[src/hdl/speed_search_pkg.sv]
package speed_search_pkg;

  // ----------------------------------------------------------------
  // Timing
  // ----------------------------------------------------------------
  localparam int unsigned CLK_HZ          = 125_000_000;
  localparam int unsigned TICK_MS         = 100;
  localparam int unsigned TICK_CYCLES     = CLK_HZ / 1000 * TICK_MS;
  localparam int unsigned UV_TIME_MS      = 15;
  localparam int unsigned UV_CYCLES       = CLK_HZ / 1000 * UV_TIME_MS;

  // ----------------------------------------------------------------
  // Register offsets (byte addresses)
  // ----------------------------------------------------------------
  localparam logic [7:0] OFS_SELECT  = 8'h00;
  localparam logic [7:0] OFS_CURLVL  = 8'h04;
  localparam logic [7:0] OFS_DECEL   = 8'h08;
  localparam logic [7:0] OFS_DELAY   = 8'h0C;
  localparam logic [7:0] OFS_BLOCK   = 8'h10;
  localparam logic [7:0] OFS_VRAMP   = 8'h14;
  localparam logic [7:0] OFS_CTRL    = 8'h18;
  localparam logic [7:0] OFS_STATE   = 8'h1C;
  localparam logic [7:0] OFS_IRQ_ST  = 8'h20;
  localparam logic [7:0] OFS_IRQ_EN  = 8'h24;
  localparam logic [7:0] OFS_IRQ_CLR = 8'h28;

  // ----------------------------------------------------------------
  // Settings: limits and reset values, times in 0.1 s units
  // ----------------------------------------------------------------
  localparam logic [1:0] SEL_RST    = 2'h2;
  localparam logic [7:0] CUR_MAX    = 8'hC8;
  localparam logic [7:0] CUR_RST    = 8'h64;
  localparam logic [7:0] DEC_MIN    = 8'h01;
  localparam logic [7:0] DEC_MAX    = 8'h64;
  localparam logic [7:0] DEC_RST    = 8'h14;
  localparam logic [7:0] DLY_MAX    = 8'hC8;
  localparam logic [7:0] DLY_RST    = 8'h02;
  localparam logic [7:0] BLK_MIN    = 8'h01;
  localparam logic [7:0] BLK_MAX    = 8'h32;
  localparam logic [7:0] BLK_RST    = 8'h05;
  localparam logic [7:0] VR_MAX     = 8'h32;
  localparam logic [7:0] VR_RST     = 8'h03;

  // Interrupt bit positions
  localparam int unsigned IRQ_DONE  = 0;
  localparam int unsigned IRQ_UV    = 1;
  localparam int unsigned IRQ_REJ   = 2;
  localparam int unsigned IRQ_W     = 3;

  // Control register bits
  localparam int unsigned CTRL_PL_EN = 0;

  typedef enum logic [2:0] {
    ST_IDLE, ST_BLOCK, ST_DELAY, ST_SEARCH, ST_VRAMP, ST_RUN
  } seq_state_t;

  typedef struct packed {
    logic [1:0] sel;
    logic [7:0] cur;
    logic [7:0] dec;
    logic [7:0] dly;
    logic [7:0] blk;
    logic [7:0] vr;
  } settings_t;

  typedef struct packed {
    logic        block;
    logic        ramping;
    logic [15:0] freq;
    logic        dir_rev;
    logic [15:0] volt;
  } drive_out_t;

endpackage

[src/hdl/tick_div.sv]
`timescale 1ns/100ps
module tick_div #(
  parameter int unsigned CYCLES = speed_search_pkg::TICK_CYCLES
) (
  input  wire logic clk,
  input  wire logic srst,
  output logic      tick
);

  typedef struct packed {
    logic [31:0] cnt;
    logic        tick;
  } div_t;

  div_t s_q;
  div_t s_d;

  // ----------------------------------------------------------------
  // Free divider, one-cycle pulse per period
  // ----------------------------------------------------------------
  always_comb begin
    s_d = s_q;
    s_d.tick = 1'b0;
    if (s_q.cnt == 32'(CYCLES - 1)) begin
      s_d.cnt = 32'h0000_0000;
      s_d.tick = 1'b1;
    end else begin
      s_d.cnt = s_q.cnt + 32'h0000_0001;
    end
  end

  always_ff @(posedge clk) begin
    if (srst) begin
      s_q <= '0;
    end else begin
      s_q <= s_d;
    end
  end

  assign tick = s_q.tick;

endmodule // tick_div

[src/hdl/motor_speed_search_restart.sv]
// The address map and the AHB-Lite register port are this design's own decisions.
`timescale 1ns/100ps
// How it works
// - Find coasting motor speed and start driving from it, not zero.
// - Error outputs held off while power-loss recovery is in progress.
// - Power-loss handling off and outage over 15 ms raises undervoltage.
// - Select 0..3: search on run off/on, estimated or current mode.
// - Select setting resets to 2.
// - Estimated mode starts at computed speed and direction, then ramps.
// - Current mode starts at lost-power frequency or maximum frequency.
// - Search current level in percent, up to 200, resets to 100.
// - Current search decel rate from time, max 10.0 s, reset 2.0 s.
// - Search delay after power loss, up to 20.0 s, reset 0.2 s.
// - Output blocked for minimum time 0.1..5.0 s, reset 0.5 s.
// - Voltage ramps back after search, up to 5.0 s, reset 0.3 s.
// - Long block time delays resume until block time has elapsed.
// - Current below level ends current search, then ramp to command.
module motor_speed_search_restart #(
  parameter int unsigned UV_CYC   = speed_search_pkg::UV_CYCLES,
  parameter int unsigned TICK_CYC = speed_search_pkg::TICK_CYCLES,
  parameter int unsigned FW       = 16
) (
  input  wire logic              clk,
  input  wire logic              srst,
  input  wire logic              hsel,
  input  wire logic [31:0]       haddr,
  input  wire logic [1:0]        htrans,
  input  wire logic              hwrite,
  input  wire logic [2:0]        hsize,
  input  wire logic [31:0]       hwdata,
  input  wire logic              hready,
  output logic [31:0]            hrdata,
  output logic                   hreadyout,
  output logic                   hresp,
  input  wire logic              run_cmd,
  input  wire logic              power_lost,
  input  wire logic              err_in,
  input  wire logic [FW-1:0]     freq_ref,
  input  wire logic [FW-1:0]     freq_max,
  input  wire logic [FW-1:0]     freq_est,
  input  wire logic              dir_est_rev,
  input  wire logic [7:0]        out_current_pct,
  output logic                   out_block,
  output logic [FW-1:0]          out_freq,
  output logic                   out_dir_rev,
  output logic [FW-1:0]          out_volt,
  output logic                   err_out,
  output logic                   main_undervoltage_alarm,
  output logic                   irq
);

  typedef struct packed {
    speed_search_pkg::settings_t  cfg;
    logic                         pl_en;
    logic [2:0]                   irq_st;
    logic [2:0]                   irq_en;
    logic                         wr_pend;
    logic [7:0]                   wr_addr;
    logic [31:0]                  rdata;
    speed_search_pkg::seq_state_t st;
    logic [7:0]                   tcnt;
    logic [31:0]                  uvcnt;
    logic [FW-1:0]                freq;
    logic [FW-1:0]                volt;
    logic [FW-1:0]                lost_freq;
    logic                         dir_rev;
    logic                         block;
    logic                         recov;
    logic                         err;
    logic                         uv;
    logic                         irq;
    logic [1:0]                   pl_sync;
    logic [1:0]                   run_sync;
    logic [1:0]                   err_sync;
    logic [7:0]                   cur_lat;
  } state_t;

  state_t s_q;
  state_t s_d;
  logic   tick;
  logic   running;
  logic   ev_done;
  logic   ev_rej;
  logic   ev_uv;

  // Current sample trails the driven output by two flops
  localparam logic [7:0] SETTLE_CYC = 8'h02;

  tick_div #(.CYCLES(TICK_CYC)) u_tick (
    .clk  (clk),
    .srst (srst),
    .tick (tick)
  );

  // ----------------------------------------------------------------
  // Sequencer and bus
  // ----------------------------------------------------------------
  always_comb begin
    s_d = s_q;
    ev_done = 1'b0;
    ev_rej = 1'b0;
    ev_uv = 1'b0;
    // Control pins pass two flops before use, the current sample one
    s_d.pl_sync = {s_q.pl_sync[0], power_lost};
    s_d.run_sync = {s_q.run_sync[0], run_cmd};
    s_d.err_sync = {s_q.err_sync[0], err_in};
    s_d.cur_lat = out_current_pct;
    running = (s_q.st != speed_search_pkg::ST_IDLE);

    // AHB data phase of a write
    if (s_q.wr_pend) begin
      s_d.wr_pend = 1'b0;
      if (running && s_q.wr_addr <= speed_search_pkg::OFS_VRAMP) begin
        ev_rej = 1'b1;
      end else begin
        case (s_q.wr_addr)
          speed_search_pkg::OFS_SELECT: s_d.cfg.sel = hwdata[1:0];
          speed_search_pkg::OFS_CURLVL:
            if (hwdata[7:0] <= speed_search_pkg::CUR_MAX) begin
              s_d.cfg.cur = hwdata[7:0];
            end
          speed_search_pkg::OFS_DECEL:
            if (hwdata[7:0] >= speed_search_pkg::DEC_MIN &&
                hwdata[7:0] <= speed_search_pkg::DEC_MAX) begin
              s_d.cfg.dec = hwdata[7:0];
            end
          speed_search_pkg::OFS_DELAY:
            if (hwdata[7:0] <= speed_search_pkg::DLY_MAX) begin
              s_d.cfg.dly = hwdata[7:0];
            end
          speed_search_pkg::OFS_BLOCK:
            if (hwdata[7:0] >= speed_search_pkg::BLK_MIN &&
                hwdata[7:0] <= speed_search_pkg::BLK_MAX) begin
              s_d.cfg.blk = hwdata[7:0];
            end
          speed_search_pkg::OFS_VRAMP:
            if (hwdata[7:0] <= speed_search_pkg::VR_MAX) begin
              s_d.cfg.vr = hwdata[7:0];
            end
          speed_search_pkg::OFS_CTRL:
            s_d.pl_en = hwdata[speed_search_pkg::CTRL_PL_EN];
          speed_search_pkg::OFS_IRQ_EN: s_d.irq_en = hwdata[2:0];
          speed_search_pkg::OFS_IRQ_CLR:
            s_d.irq_st = s_q.irq_st & ~hwdata[2:0];
          default: ;
        endcase
      end
    end

    // AHB address phase; reads answer in the next cycle
    if (hsel && hready && htrans[1]) begin
      s_d.wr_pend = hwrite;
      s_d.wr_addr = haddr[7:0];
      s_d.rdata = 32'h0000_0000;
      if (!hwrite) begin
        case (haddr[7:0])
          speed_search_pkg::OFS_SELECT: s_d.rdata = {30'h0, s_q.cfg.sel};
          speed_search_pkg::OFS_CURLVL: s_d.rdata = {24'h0, s_q.cfg.cur};
          speed_search_pkg::OFS_DECEL:  s_d.rdata = {24'h0, s_q.cfg.dec};
          speed_search_pkg::OFS_DELAY:  s_d.rdata = {24'h0, s_q.cfg.dly};
          speed_search_pkg::OFS_BLOCK:  s_d.rdata = {24'h0, s_q.cfg.blk};
          speed_search_pkg::OFS_VRAMP:  s_d.rdata = {24'h0, s_q.cfg.vr};
          speed_search_pkg::OFS_CTRL:   s_d.rdata = {31'h0, s_q.pl_en};
          speed_search_pkg::OFS_STATE:
            s_d.rdata = {27'h0, s_q.recov, s_q.st, s_q.block};
          speed_search_pkg::OFS_IRQ_ST: s_d.rdata = {29'h0, s_q.irq_st};
          speed_search_pkg::OFS_IRQ_EN: s_d.rdata = {29'h0, s_q.irq_en};
          default: s_d.rdata = 32'h0000_0000;
        endcase
      end
    end

    // Undervoltage: outage longer than 15 ms with handling disabled
    if (s_q.pl_sync[1] && running && !s_q.pl_en) begin
      if (s_q.uvcnt == 32'(UV_CYC)) begin
        if (!s_q.uv) begin
          ev_uv = 1'b1;
        end
        s_d.uv = 1'b1;
      end else begin
        s_d.uvcnt = s_q.uvcnt + 32'h0000_0001;
      end
    end else if (!s_q.pl_sync[1]) begin
      s_d.uvcnt = 32'h0000_0000;
    end
    if (!s_q.run_sync[1]) begin
      s_d.uv = 1'b0;
    end

    // Phase sequencer, timers count 0.1 s ticks except the search settle count, which counts clock cycles
    case (s_q.st)
      speed_search_pkg::ST_IDLE: begin
        s_d.block = 1'b1;
        s_d.freq = '0;
        s_d.volt = '0;
        if (s_q.run_sync[1]) begin
          s_d.tcnt = 8'h00;
          if (s_q.cfg.sel[0]) begin
            s_d.lost_freq = freq_max;
            s_d.st = speed_search_pkg::ST_BLOCK;
          end else begin
            s_d.block = 1'b0;
            s_d.volt = freq_max;
            s_d.st = speed_search_pkg::ST_RUN;
          end
        end
      end
      speed_search_pkg::ST_RUN: begin
        s_d.block = 1'b0;
        s_d.freq = freq_ref;
        if (!s_q.run_sync[1] || s_q.uv) begin
          s_d.st = speed_search_pkg::ST_IDLE;
        end else if (s_q.pl_sync[1] && s_q.pl_en) begin
          s_d.lost_freq = s_q.freq;
          s_d.recov = 1'b1;
          s_d.block = 1'b1;
          s_d.tcnt = 8'h00;
          s_d.st = speed_search_pkg::ST_BLOCK;
        end
      end
      speed_search_pkg::ST_BLOCK: begin
        s_d.block = 1'b1;
        if (!s_q.run_sync[1]) begin
          s_d.st = speed_search_pkg::ST_IDLE;
        end else if (tick) begin
          s_d.tcnt = s_q.tcnt + 8'h01;
        end
        // Power must be back and block time spent before moving on
        if (s_q.run_sync[1] && !s_q.pl_sync[1] &&
            s_q.tcnt >= s_q.cfg.blk) begin
          s_d.tcnt = 8'h00;
          s_d.st = speed_search_pkg::ST_DELAY;
        end
      end
      speed_search_pkg::ST_DELAY: begin
        if (!s_q.run_sync[1]) begin
          s_d.st = speed_search_pkg::ST_IDLE;
        end else if (s_q.tcnt >= s_q.cfg.dly) begin
          s_d.tcnt = 8'h00;
          s_d.block = 1'b0;
          s_d.volt = '0;
          if (!s_q.cfg.sel[1]) begin
            s_d.freq = freq_est;
            s_d.dir_rev = dir_est_rev;
          end else begin
            s_d.freq = s_q.lost_freq;
            s_d.dir_rev = 1'b0;
          end
          s_d.st = speed_search_pkg::ST_SEARCH;
        end else if (tick) begin
          s_d.tcnt = s_q.tcnt + 8'h01;
        end
      end
      speed_search_pkg::ST_SEARCH: begin
        if (!s_q.run_sync[1]) begin
          s_d.st = speed_search_pkg::ST_IDLE;
        end else if (!s_q.cfg.sel[1] ||
                     (s_q.tcnt >= SETTLE_CYC &&
                      s_q.cur_lat < s_q.cfg.cur)) begin
          s_d.tcnt = 8'h00;
          s_d.st = speed_search_pkg::ST_VRAMP;
        end else if (s_q.tcnt < SETTLE_CYC) begin
          // Zero current from the blocked output must not end the search
          s_d.tcnt = s_q.tcnt + 8'h01;
        end else if (tick) begin
          // Step of fmax/dec per tick; floor at zero
          if (s_q.freq > freq_max / FW'(s_q.cfg.dec)) begin
            s_d.freq = s_q.freq - freq_max / FW'(s_q.cfg.dec);
          end else begin
            s_d.freq = '0;
          end
        end
      end
      speed_search_pkg::ST_VRAMP: begin
        if (!s_q.run_sync[1]) begin
          s_d.st = speed_search_pkg::ST_IDLE;
        end else if (s_q.tcnt >= s_q.cfg.vr) begin
          s_d.volt = freq_max;
          s_d.recov = 1'b0;
          ev_done = 1'b1;
          s_d.st = speed_search_pkg::ST_RUN;
        end else if (tick) begin
          s_d.tcnt = s_q.tcnt + 8'h01;
          s_d.volt = FW'((32'(freq_max) * 32'(s_q.tcnt + 8'h01)) /
                         32'(s_q.cfg.vr));
        end
      end
      default: s_d.st = speed_search_pkg::ST_IDLE;
    endcase
    if (s_d.st == speed_search_pkg::ST_IDLE) begin
      s_d.recov = 1'b0;
    end

    // Error output is masked during recovery
    s_d.err = s_q.err_sync[1] && !s_d.recov;
    // Sticky events; set beats a same-cycle clear
    s_d.irq_st = s_d.irq_st | {ev_rej, ev_uv, ev_done};
    s_d.irq = |(s_d.irq_st & s_d.irq_en);
  end

  always_ff @(posedge clk) begin
    if (srst) begin
      s_q <= '0;
      s_q.cfg.sel <= speed_search_pkg::SEL_RST;
      s_q.cfg.cur <= speed_search_pkg::CUR_RST;
      s_q.cfg.dec <= speed_search_pkg::DEC_RST;
      s_q.cfg.dly <= speed_search_pkg::DLY_RST;
      s_q.cfg.blk <= speed_search_pkg::BLK_RST;
      s_q.cfg.vr <= speed_search_pkg::VR_RST;
      s_q.st <= speed_search_pkg::ST_IDLE;
      s_q.block <= 1'b1;
    end else begin
      s_q <= s_d;
    end
  end

  // ----------------------------------------------------------------
  // Outputs straight from flops; hreadyout and hresp are tied off
  // ----------------------------------------------------------------
  assign hrdata = s_q.rdata;
  assign hreadyout = 1'b1;
  assign hresp = 1'b0;
  assign out_block = s_q.block;
  assign out_freq = s_q.freq;
  assign out_dir_rev = s_q.dir_rev;
  assign out_volt = s_q.volt;
  assign err_out = s_q.err;
  assign main_undervoltage_alarm = s_q.uv;
  assign irq = s_q.irq;

  // ----------------------------------------------------------------
  // Checks
  // ----------------------------------------------------------------
  AST_ERR_MASK: assert property (@(posedge clk) disable iff (srst)
    s_q.recov |-> !err_out) else $error("error out during recovery");
  AST_SEL_RST: assert property (@(posedge clk)
    $fell(srst) |-> s_q.cfg.sel == 2'h2) else $error("bad select reset");
  AST_BLOCK: assert property (@(posedge clk) disable iff (srst)
    s_q.st == speed_search_pkg::ST_BLOCK |-> out_block)
    else $error("output not blocked");
  AST_ORDER: assert property (@(posedge clk) disable iff (srst)
    (s_q.st == speed_search_pkg::ST_SEARCH) |->
    $past(s_q.st) inside {speed_search_pkg::ST_DELAY,
                          speed_search_pkg::ST_SEARCH})
    else $error("search entered out of order");
  AST_REJECT: assert property (@(posedge clk) disable iff (srst)
    (s_q.wr_pend && running && s_q.wr_addr <= speed_search_pkg::OFS_VRAMP)
    |=> $stable(s_q.cfg)) else $error("setting changed while running");
  AST_CUR_MAX: assert property (@(posedge clk) disable iff (srst)
    s_q.cfg.cur <= speed_search_pkg::CUR_MAX)
    else $error("current level out of range");
  AST_CUR_DONE: assert property (@(posedge clk) disable iff (srst)
    (s_q.st == speed_search_pkg::ST_SEARCH && s_q.cfg.sel[1] &&
     s_q.run_sync[1] && s_q.tcnt >= SETTLE_CYC &&
     s_q.cur_lat < s_q.cfg.cur)
    |=> s_q.st == speed_search_pkg::ST_VRAMP)
    else $error("current search did not end");
  AST_UV: assert property (@(posedge clk) disable iff (srst)
    $rose(main_undervoltage_alarm) |-> !s_q.pl_en && s_q.pl_sync[1])
    else $error("undervoltage without cause");

endmodule // motor_speed_search_restart

[config.mk]
export PLATFORM = sky130hd
export DESIGN_NAME = motor_speed_search_restart
export DESIGN_NICKNAME = d
export VERILOG_FILES = /design/src/hdl/speed_search_pkg.sv /design/src/hdl/tick_div.sv /design/src/hdl/motor_speed_search_restart.sv
export SDC_FILE = /design/constraint.sdc
export NUM_CORES = 2
export LEC_CHECK = 0
export ABC_CLOCK_PERIOD_IN_PS = 75200
export BUFFER_PORTS_ARGS = -buffer_cell sky130_fd_sc_hd__buf_2
export CAP_MARGIN = 5
export CORE_ASPECT_RATIO = 1.4
export CORE_MARGIN = 2
export CORE_UTILIZATION = 55
export CTS_BUF_LIST = sky130_fd_sc_hd__clkbuf_8
export CTS_CLUSTER_DIAMETER = 30
export DETAILED_ROUTE_END_ITERATION = 8
export PLACE_DENSITY = 0.87
export SLEW_MARGIN = 15
export SYNTH_ARGS = -nofsm -noshare
export SYNTH_HDL_FRONTEND = slang
export SYNTH_HIERARCHICAL = 1
export SYNTH_SLANG_ARGS = --single-unit
[constraint.sdc]
create_clock -name clk -period 75.2 [get_ports clk]
set_input_delay 3.76 -clock clk [delete_from_list [all_inputs] [get_ports clk]]
set_output_delay 3.76 -clock clk [all_outputs]
set_load 0.02 [all_outputs]
# [After elaboration in Yosys (flattened, before gate mapping)]
# Index checks and enable logic that the tools add are counted.
# Widths: inputs -> output; s select.
[totals] in_bits=134 out_inout_bits=71 word_cells=218 regBits=234
[classes] n_div=2 multipliers=1 n_reduce_logical=47 mux=74 order_cmp=12 bitwise=6 n_addsub=5 n_eq_ne=41
[ops] op="$mux 16" n=13
[ops] op="$mux 32" n=6
[ops] op="$mux 8" n=11
[ops] op="$pmux 8 s10" n=1
[ops] op="$add 32x1->32 const B" n=2
[ops] op="$pmux 16 s4" n=1
[ops] op="$eq 8x5->1 const B" n=7
[ops] op="$pmux 16 s3" n=1
[ops] op="$pmux 8 s6" n=1
[ops] op="$mux 41" n=1
[ops] op="$mux 11" n=3
[ops] op="$mux 3" n=11
[ops] op="$div 32x8->32" n=1
[ops] op="$eq 32x21->1 const B" n=1
[ops] op="$eq 32x24->1 const B" n=1
[ops] op="$eq 8x4->1 const B" n=4
[ops] op="$eq 8x6->1 const B" n=4
[ops] op="$pmux 16 s2" n=1
[ops] op="$mul 16x9->25" n=1
[ops] op="$ge 8x8->1" n=3
[ops] op="$ne 2x2->1 const B" n=12
[ops] op="$reduce_and 4->1" n=5
[ops] op="$pmux 3 s6" n=1
[ops] op="$mux 1" n=17
[ops] op="45 further kinds" n=79

# [Depth between registers and ports, before layout]
[logic_depth] depth_word=10 mapped_depth=440 mapped_depth_nobuf=407

# [Hierarchy]
# Netlist, hierarchy kept.
[modules_own_cells] module="motor_speed_search_restart" area_per_inst_um2=37825.0 n_inst=1 cells_per_inst=5204 seq_area_each_um2=3543.4
[modules_own_cells] module="tick_div" area_per_inst_um2=1574.0 n_inst=1 cells_per_inst=185 seq_area_each_um2=660.6

# [Worst setup path before layout]
# OpenSTA, ideal clock, no wires.
[synth_timing] path_type="input to register" start="input port freq_max[6]" end="register s_q (netlist bit out_volt[0])" cell_stages=411 t_required_ns=75.080 path_buffers=40 setup_ns=0.120 slack_ns=-5.718 arrival_ns=80.799 path_cell_list="clkbuf_1 > inv_1 > nor2_1 > fa_1 > fa_1 > fa_1 > inv_1 > fa_1 > inv_1 > ha_1 > a21o_1 > a21o_1 > a21oi_1 > o21ai_0 > a21oi_1 > o211a_1 > nor2_1 > a21oi_1 > [375 not listed] > a21oi_1 > nor2b_1 > o21ai_0 > nand2b_1 > a21oi_1 > nor2b_1 > o21ai_0 > nand2b_1 > a21oi_1 > nand2_1 > nor3_1 > o21ai_0 > nor3_1 > and4b_1 > nand4b_1 > a2111oi_2 > o211ai_1 > o31a_1"
[synth_via] elab_chain_cells=6
[synth_lines] item="start, declared" line="motor_speed_search_restart.sv:39" source="input wire logic [FW-1:0] freq_max,"
[synth_lines] item="$mul 16x9->25" line="motor_speed_search_restart.sv:284" source="s_d.volt = FW'((32'(freq_max) * 32'(s_q.tcnt + 8'h01)) /"
[synth_lines] item="$div 32x8->32" line="motor_speed_search_restart.sv:284"
[synth_lines] item="$mux 16" line="motor_speed_search_restart.sv:282" source="end else if (tick) begin"
[synth_lines] item="$mux 16" line="motor_speed_search_restart.sv:277" source="end else if (s_q.tcnt >= s_q.cfg.vr) begin"
[synth_lines] item="$mux 16" line="motor_speed_search_restart.sv:275" source="if (!s_q.run_sync[1]) begin"
[synth_lines] item="$pmux 16 s3" line="motor_speed_search_restart.sv:191" source="case (s_q.st)"
[synth_lines] item="end, declared" line="motor_speed_search_restart.sv:78" source="state_t s_q;"
# Every way passes these cells. The select of a mux whose other input is x is not followed.
# A chain may end at the register's enable or synchronous reset.

# [Worst setup path after layout]
[layout_timing] start="input port freq_max[0]" end="register s_q (netlist bit out_volt[0])"
[layout_via] elab_chain_cells=6 word_cells_on_any_way=8 cone_classes="1 x mul; 1 x div; 6 x mux"
[layout_lines] item="$mul 16x9->25" line="motor_speed_search_restart.sv:284"
[layout_lines] item="$div 32x8->32" line="motor_speed_search_restart.sv:284"
[layout_lines] item="$mux 16" line="motor_speed_search_restart.sv:282"
[layout_lines] item="$mux 16" line="motor_speed_search_restart.sv:277"
[layout_lines] item="$mux 16" line="motor_speed_search_restart.sv:275"
[layout_lines] item="$pmux 16 s3 (*)" line="motor_speed_search_restart.sv:191"
# Mark *: on every way between the ends. The rest lies on a longest branch, timed or not. The select of a mux whose other input is x is not followed.

==> impl_metrics.env <==
export IMPL_status="complete, no violations"
export IMPL_clk_path_buf_depth=3
export IMPL_final_util_pct=62.1
export IMPL_cp_arrival_ns=73.11
export IMPL_htree_levels=2
export IMPL_clock_sinks=210
export IMPL_synth_common_cells="nor2_1 (547), nand2_1 (528), ha_1 (426), a21oi_1 (313), nor3_1 (311)"
export IMPL_synth_top_family_by_area="compound AO/OA/AOI/OAI gates"
export IMPL_initial_core_util_pct=55.3
export IMPL_yosysMostFrequentCell="nor2_1"
export IMPL_synthFlopType="dfxtp_1"
export IMPL_cap_violations=0
export IMPL_fp_dieH_um=321
export IMPL_ys_async_sr_fraction_pct=0
export IMPL_track_usage_pct=31.8
export IMPL_synth_edf_count=0
export IMPL_synth_top_area_cell="ha_1"
export IMPL_pre_cts_ws_ns=-0.524
export IMPL_io_pins=205
export IMPL_critPathKind="primary input to register"
export IMPL_ys_warn_count=6
export IMPL_reg2regPathDepth=399
export IMPL_post_dp_hpwl_mm=95.9
export IMPL_cts_root_buf="clkbuf_8"
export IMPL_final_cell_area_um2=44200
export IMPL_io_buffers=126
export IMPL_fin_skew_ns=0.0310
export IMPL_synth_seq_cells=210
export IMPL_slew_viol_final=0
export IMPL_relSlewSlack_pct=19.6
export IMPL_min_period_ns=72.64
export IMPL_grt_pass1_wl_mm=199
export IMPL_drive_above_1_share_pct=15.6
export IMPL_synth_xor_area_share_pct=5.15
export IMPL_synth_compound_area_share_pct=29.4
export IMPL_critPathRequiredTime_ns=75.67
export IMPL_grt_max_degree=75
export IMPL_setup_violations=0
export IMPL_final_setup_worst_slack_ns=2.56
export IMPL_critPathSlowestCell="or4b_4"
export IMPL_hold_viol=0
export IMPL_muxShareOfSynthArea_pct=3.63
export IMPL_hold_path_class="register to register"
export IMPL_slowest_delay_ns=0.61
export IMPL_hold_depth=1
export IMPL_wl_mm=126
export IMPL_worstSetupEndpointType="register"
export IMPL_dieWidth_um=230
export IMPL_fmax_ghz=0.0138
export IMPL_synth_avg_cell_area_um2=7.31
export IMPL_dieArea_um2=73800
export IMPL_placed_area_um2=41800
export IMPL_drt_iter0_markers=4076
export IMPL_cts_inserted_buffers=37
export IMPL_routedWlPerCell_um=19.2
export IMPL_clk_pin_slew_ns=0.06
export IMPL_synthAdderAreaFrac_pct=18.7
export IMPL_clk_latency_ns=0.60
export IMPL_viasPerCell=6.64
export IMPL_fin_crit_sh_pct=96.6
export IMPL_whs_ns=0.459
export IMPL_synth_simple_area_share_pct=26.8
export IMPL_firstDrtPassIters=7
export IMPL_synth_cell_type_count=139
export IMPL_route_detailed_drc=0
export IMPL_antenna_found_initial=3
export IMPL_synth_top_area_share_pct=13.5
export IMPL_worstMarginPinSlew_ns=1.20
export IMPL_core_area_um2=71300
export IMPL_core_rowCount=116
export IMPL_grt_pass1_vias=42100
export IMPL_ant_nets=0
export IMPL_netlist_area_um2=39400
export IMPL_cts_tree="yes"
export IMPL_vias=43700
export IMPL_nNetsFinal=6271
export IMPL_gp_congestion=1.00
export IMPL_ys_seq_area_share_pct=10.7
export IMPL_worst_path_most_repeated_cell="o21a_1"
export IMPL_synthCells=5389
export IMPL_area_growth_pct=12.3
export IMPL_start_kind="primary input"
export IMPL_cp_max_fo=10
export IMPL_grt_ovfl_total=0
export IMPL_synth_area_leaders="ha_1 (14%), dfxtp_1 (11%), nor2_1 (5.2%), fa_1 (5.1%), nand2_1 (5.0%)"
-- per-layer routing --
metal	wire length [um]	track usage (%)
met5	13	0
met4	10000	22.9
met3	8770	4.97
met2	61600	57.3
met1	46000	33.5
-- critical path: cells and delay by family --
family                   cells  cell delay, ns
buffers and inverters       33            3.17
XOR/XNOR                     1            0.08
adder cells (fa/ha/maj)     30            9.20
AO/OA/AOI/OAI              204           37.22
multiplexers                 3            0.38
AND/OR/NAND/NOR            122           19.20
-- area by class of cell --
| class | instances | area (um^2) |
|---|---|---|
| multi-input cells | 4708 | 34200 |
| fillers | 5894 | 27000 |
| flip-flops and latches | 210 | 4210 |
| repair buffers | 419 | 2960 |
| well taps | 944 | 1180 |
| inverters | 235 | 897 |
| clock buffers | 45 | 619 |
| clock inverters | 19 | 150 |
| diodes | 2 | 5.00 |
-- what timing repair did --
action                                  in CTS  in global routing
cloned                                       0                  2
gates resized for setup                      3                240
pin swaps                                    0                125
hold buffers                                 0                  0
setup buffers                                0                 97
endpoints found under the setup margin       1                  3
-- metrics by stage --
step / setup TNS [ns] / std cells
5_1_grt: -1.36 / 6582
3_3_place_gp: 0 / 6417
6_report: 0 / 6582
4_1_cts: 0 / 6481
2_1_floorplan: 0 / 5420
3_5_place_dp: -0.524 / 6417
-- worst paths after layout --
check	slack, ns	end	startpoint
worst max-delay path	2.56	out_volt[0]$_SDFFE_PP0P_	freq_max[0]
worst min register to register	0.46	err_out$_SDFF_PP0_	s_q[9]$_SDFF_PP0_
worst min-delay path	0.46	err_out$_SDFF_PP0_	s_q[9]$_SDFF_PP0_
worst max register to register	2.87	out_volt[0]$_SDFFE_PP0P_	s_q[159]$_SDFFE_PP1P_
-- kinds of logic (layout without fill, tap and decap cells) --
family | Yosys count | in the layout
compound gates | 1633 | 1634
other cells | 2 | 35
fa+ha+maj | 530 | 530
buf+inv | 504 | 718
xor+xnor | 230 | 230
simple gates | 2146 | 2147
flops | 210 | 210
mux | 134 | 134
-- state kept, by name, summed over array words and instances, names as in the netlist --
signal,count
err_out,1
hrdata,8
irq,1
main_undervoltage_alarm,1
out_block,1
out_dir_rev,1
out_freq,16
out_volt,16
s_d,3
s_q,129
u_tick/s_q,32
u_tick/tick,1
-- cell usage in the layout (no fill, tap or decap), types with 60 or more instances in the layout --
cell type  count
o21ai_0      188
o21a_1       239
buf_4        286
nand3_1      143
buf_2        111
inv_1        226
a21o_1        94
dfxtp_1      209
and2_1        96
ha_1         421
o31ai_1      165
fa_1          96
nor3_1       299
and3_1        60
mux2i_1       65
xor2_1       101
a21oi_1      272
xnor2_1      127
nand4_1       61
o211ai_1      60
nand2_1      519
nor2_1       491
mux2_2        61
Power is not shown: default switching activity piles up to over one toggle a cycle in this logic, so the estimate is an artifact.
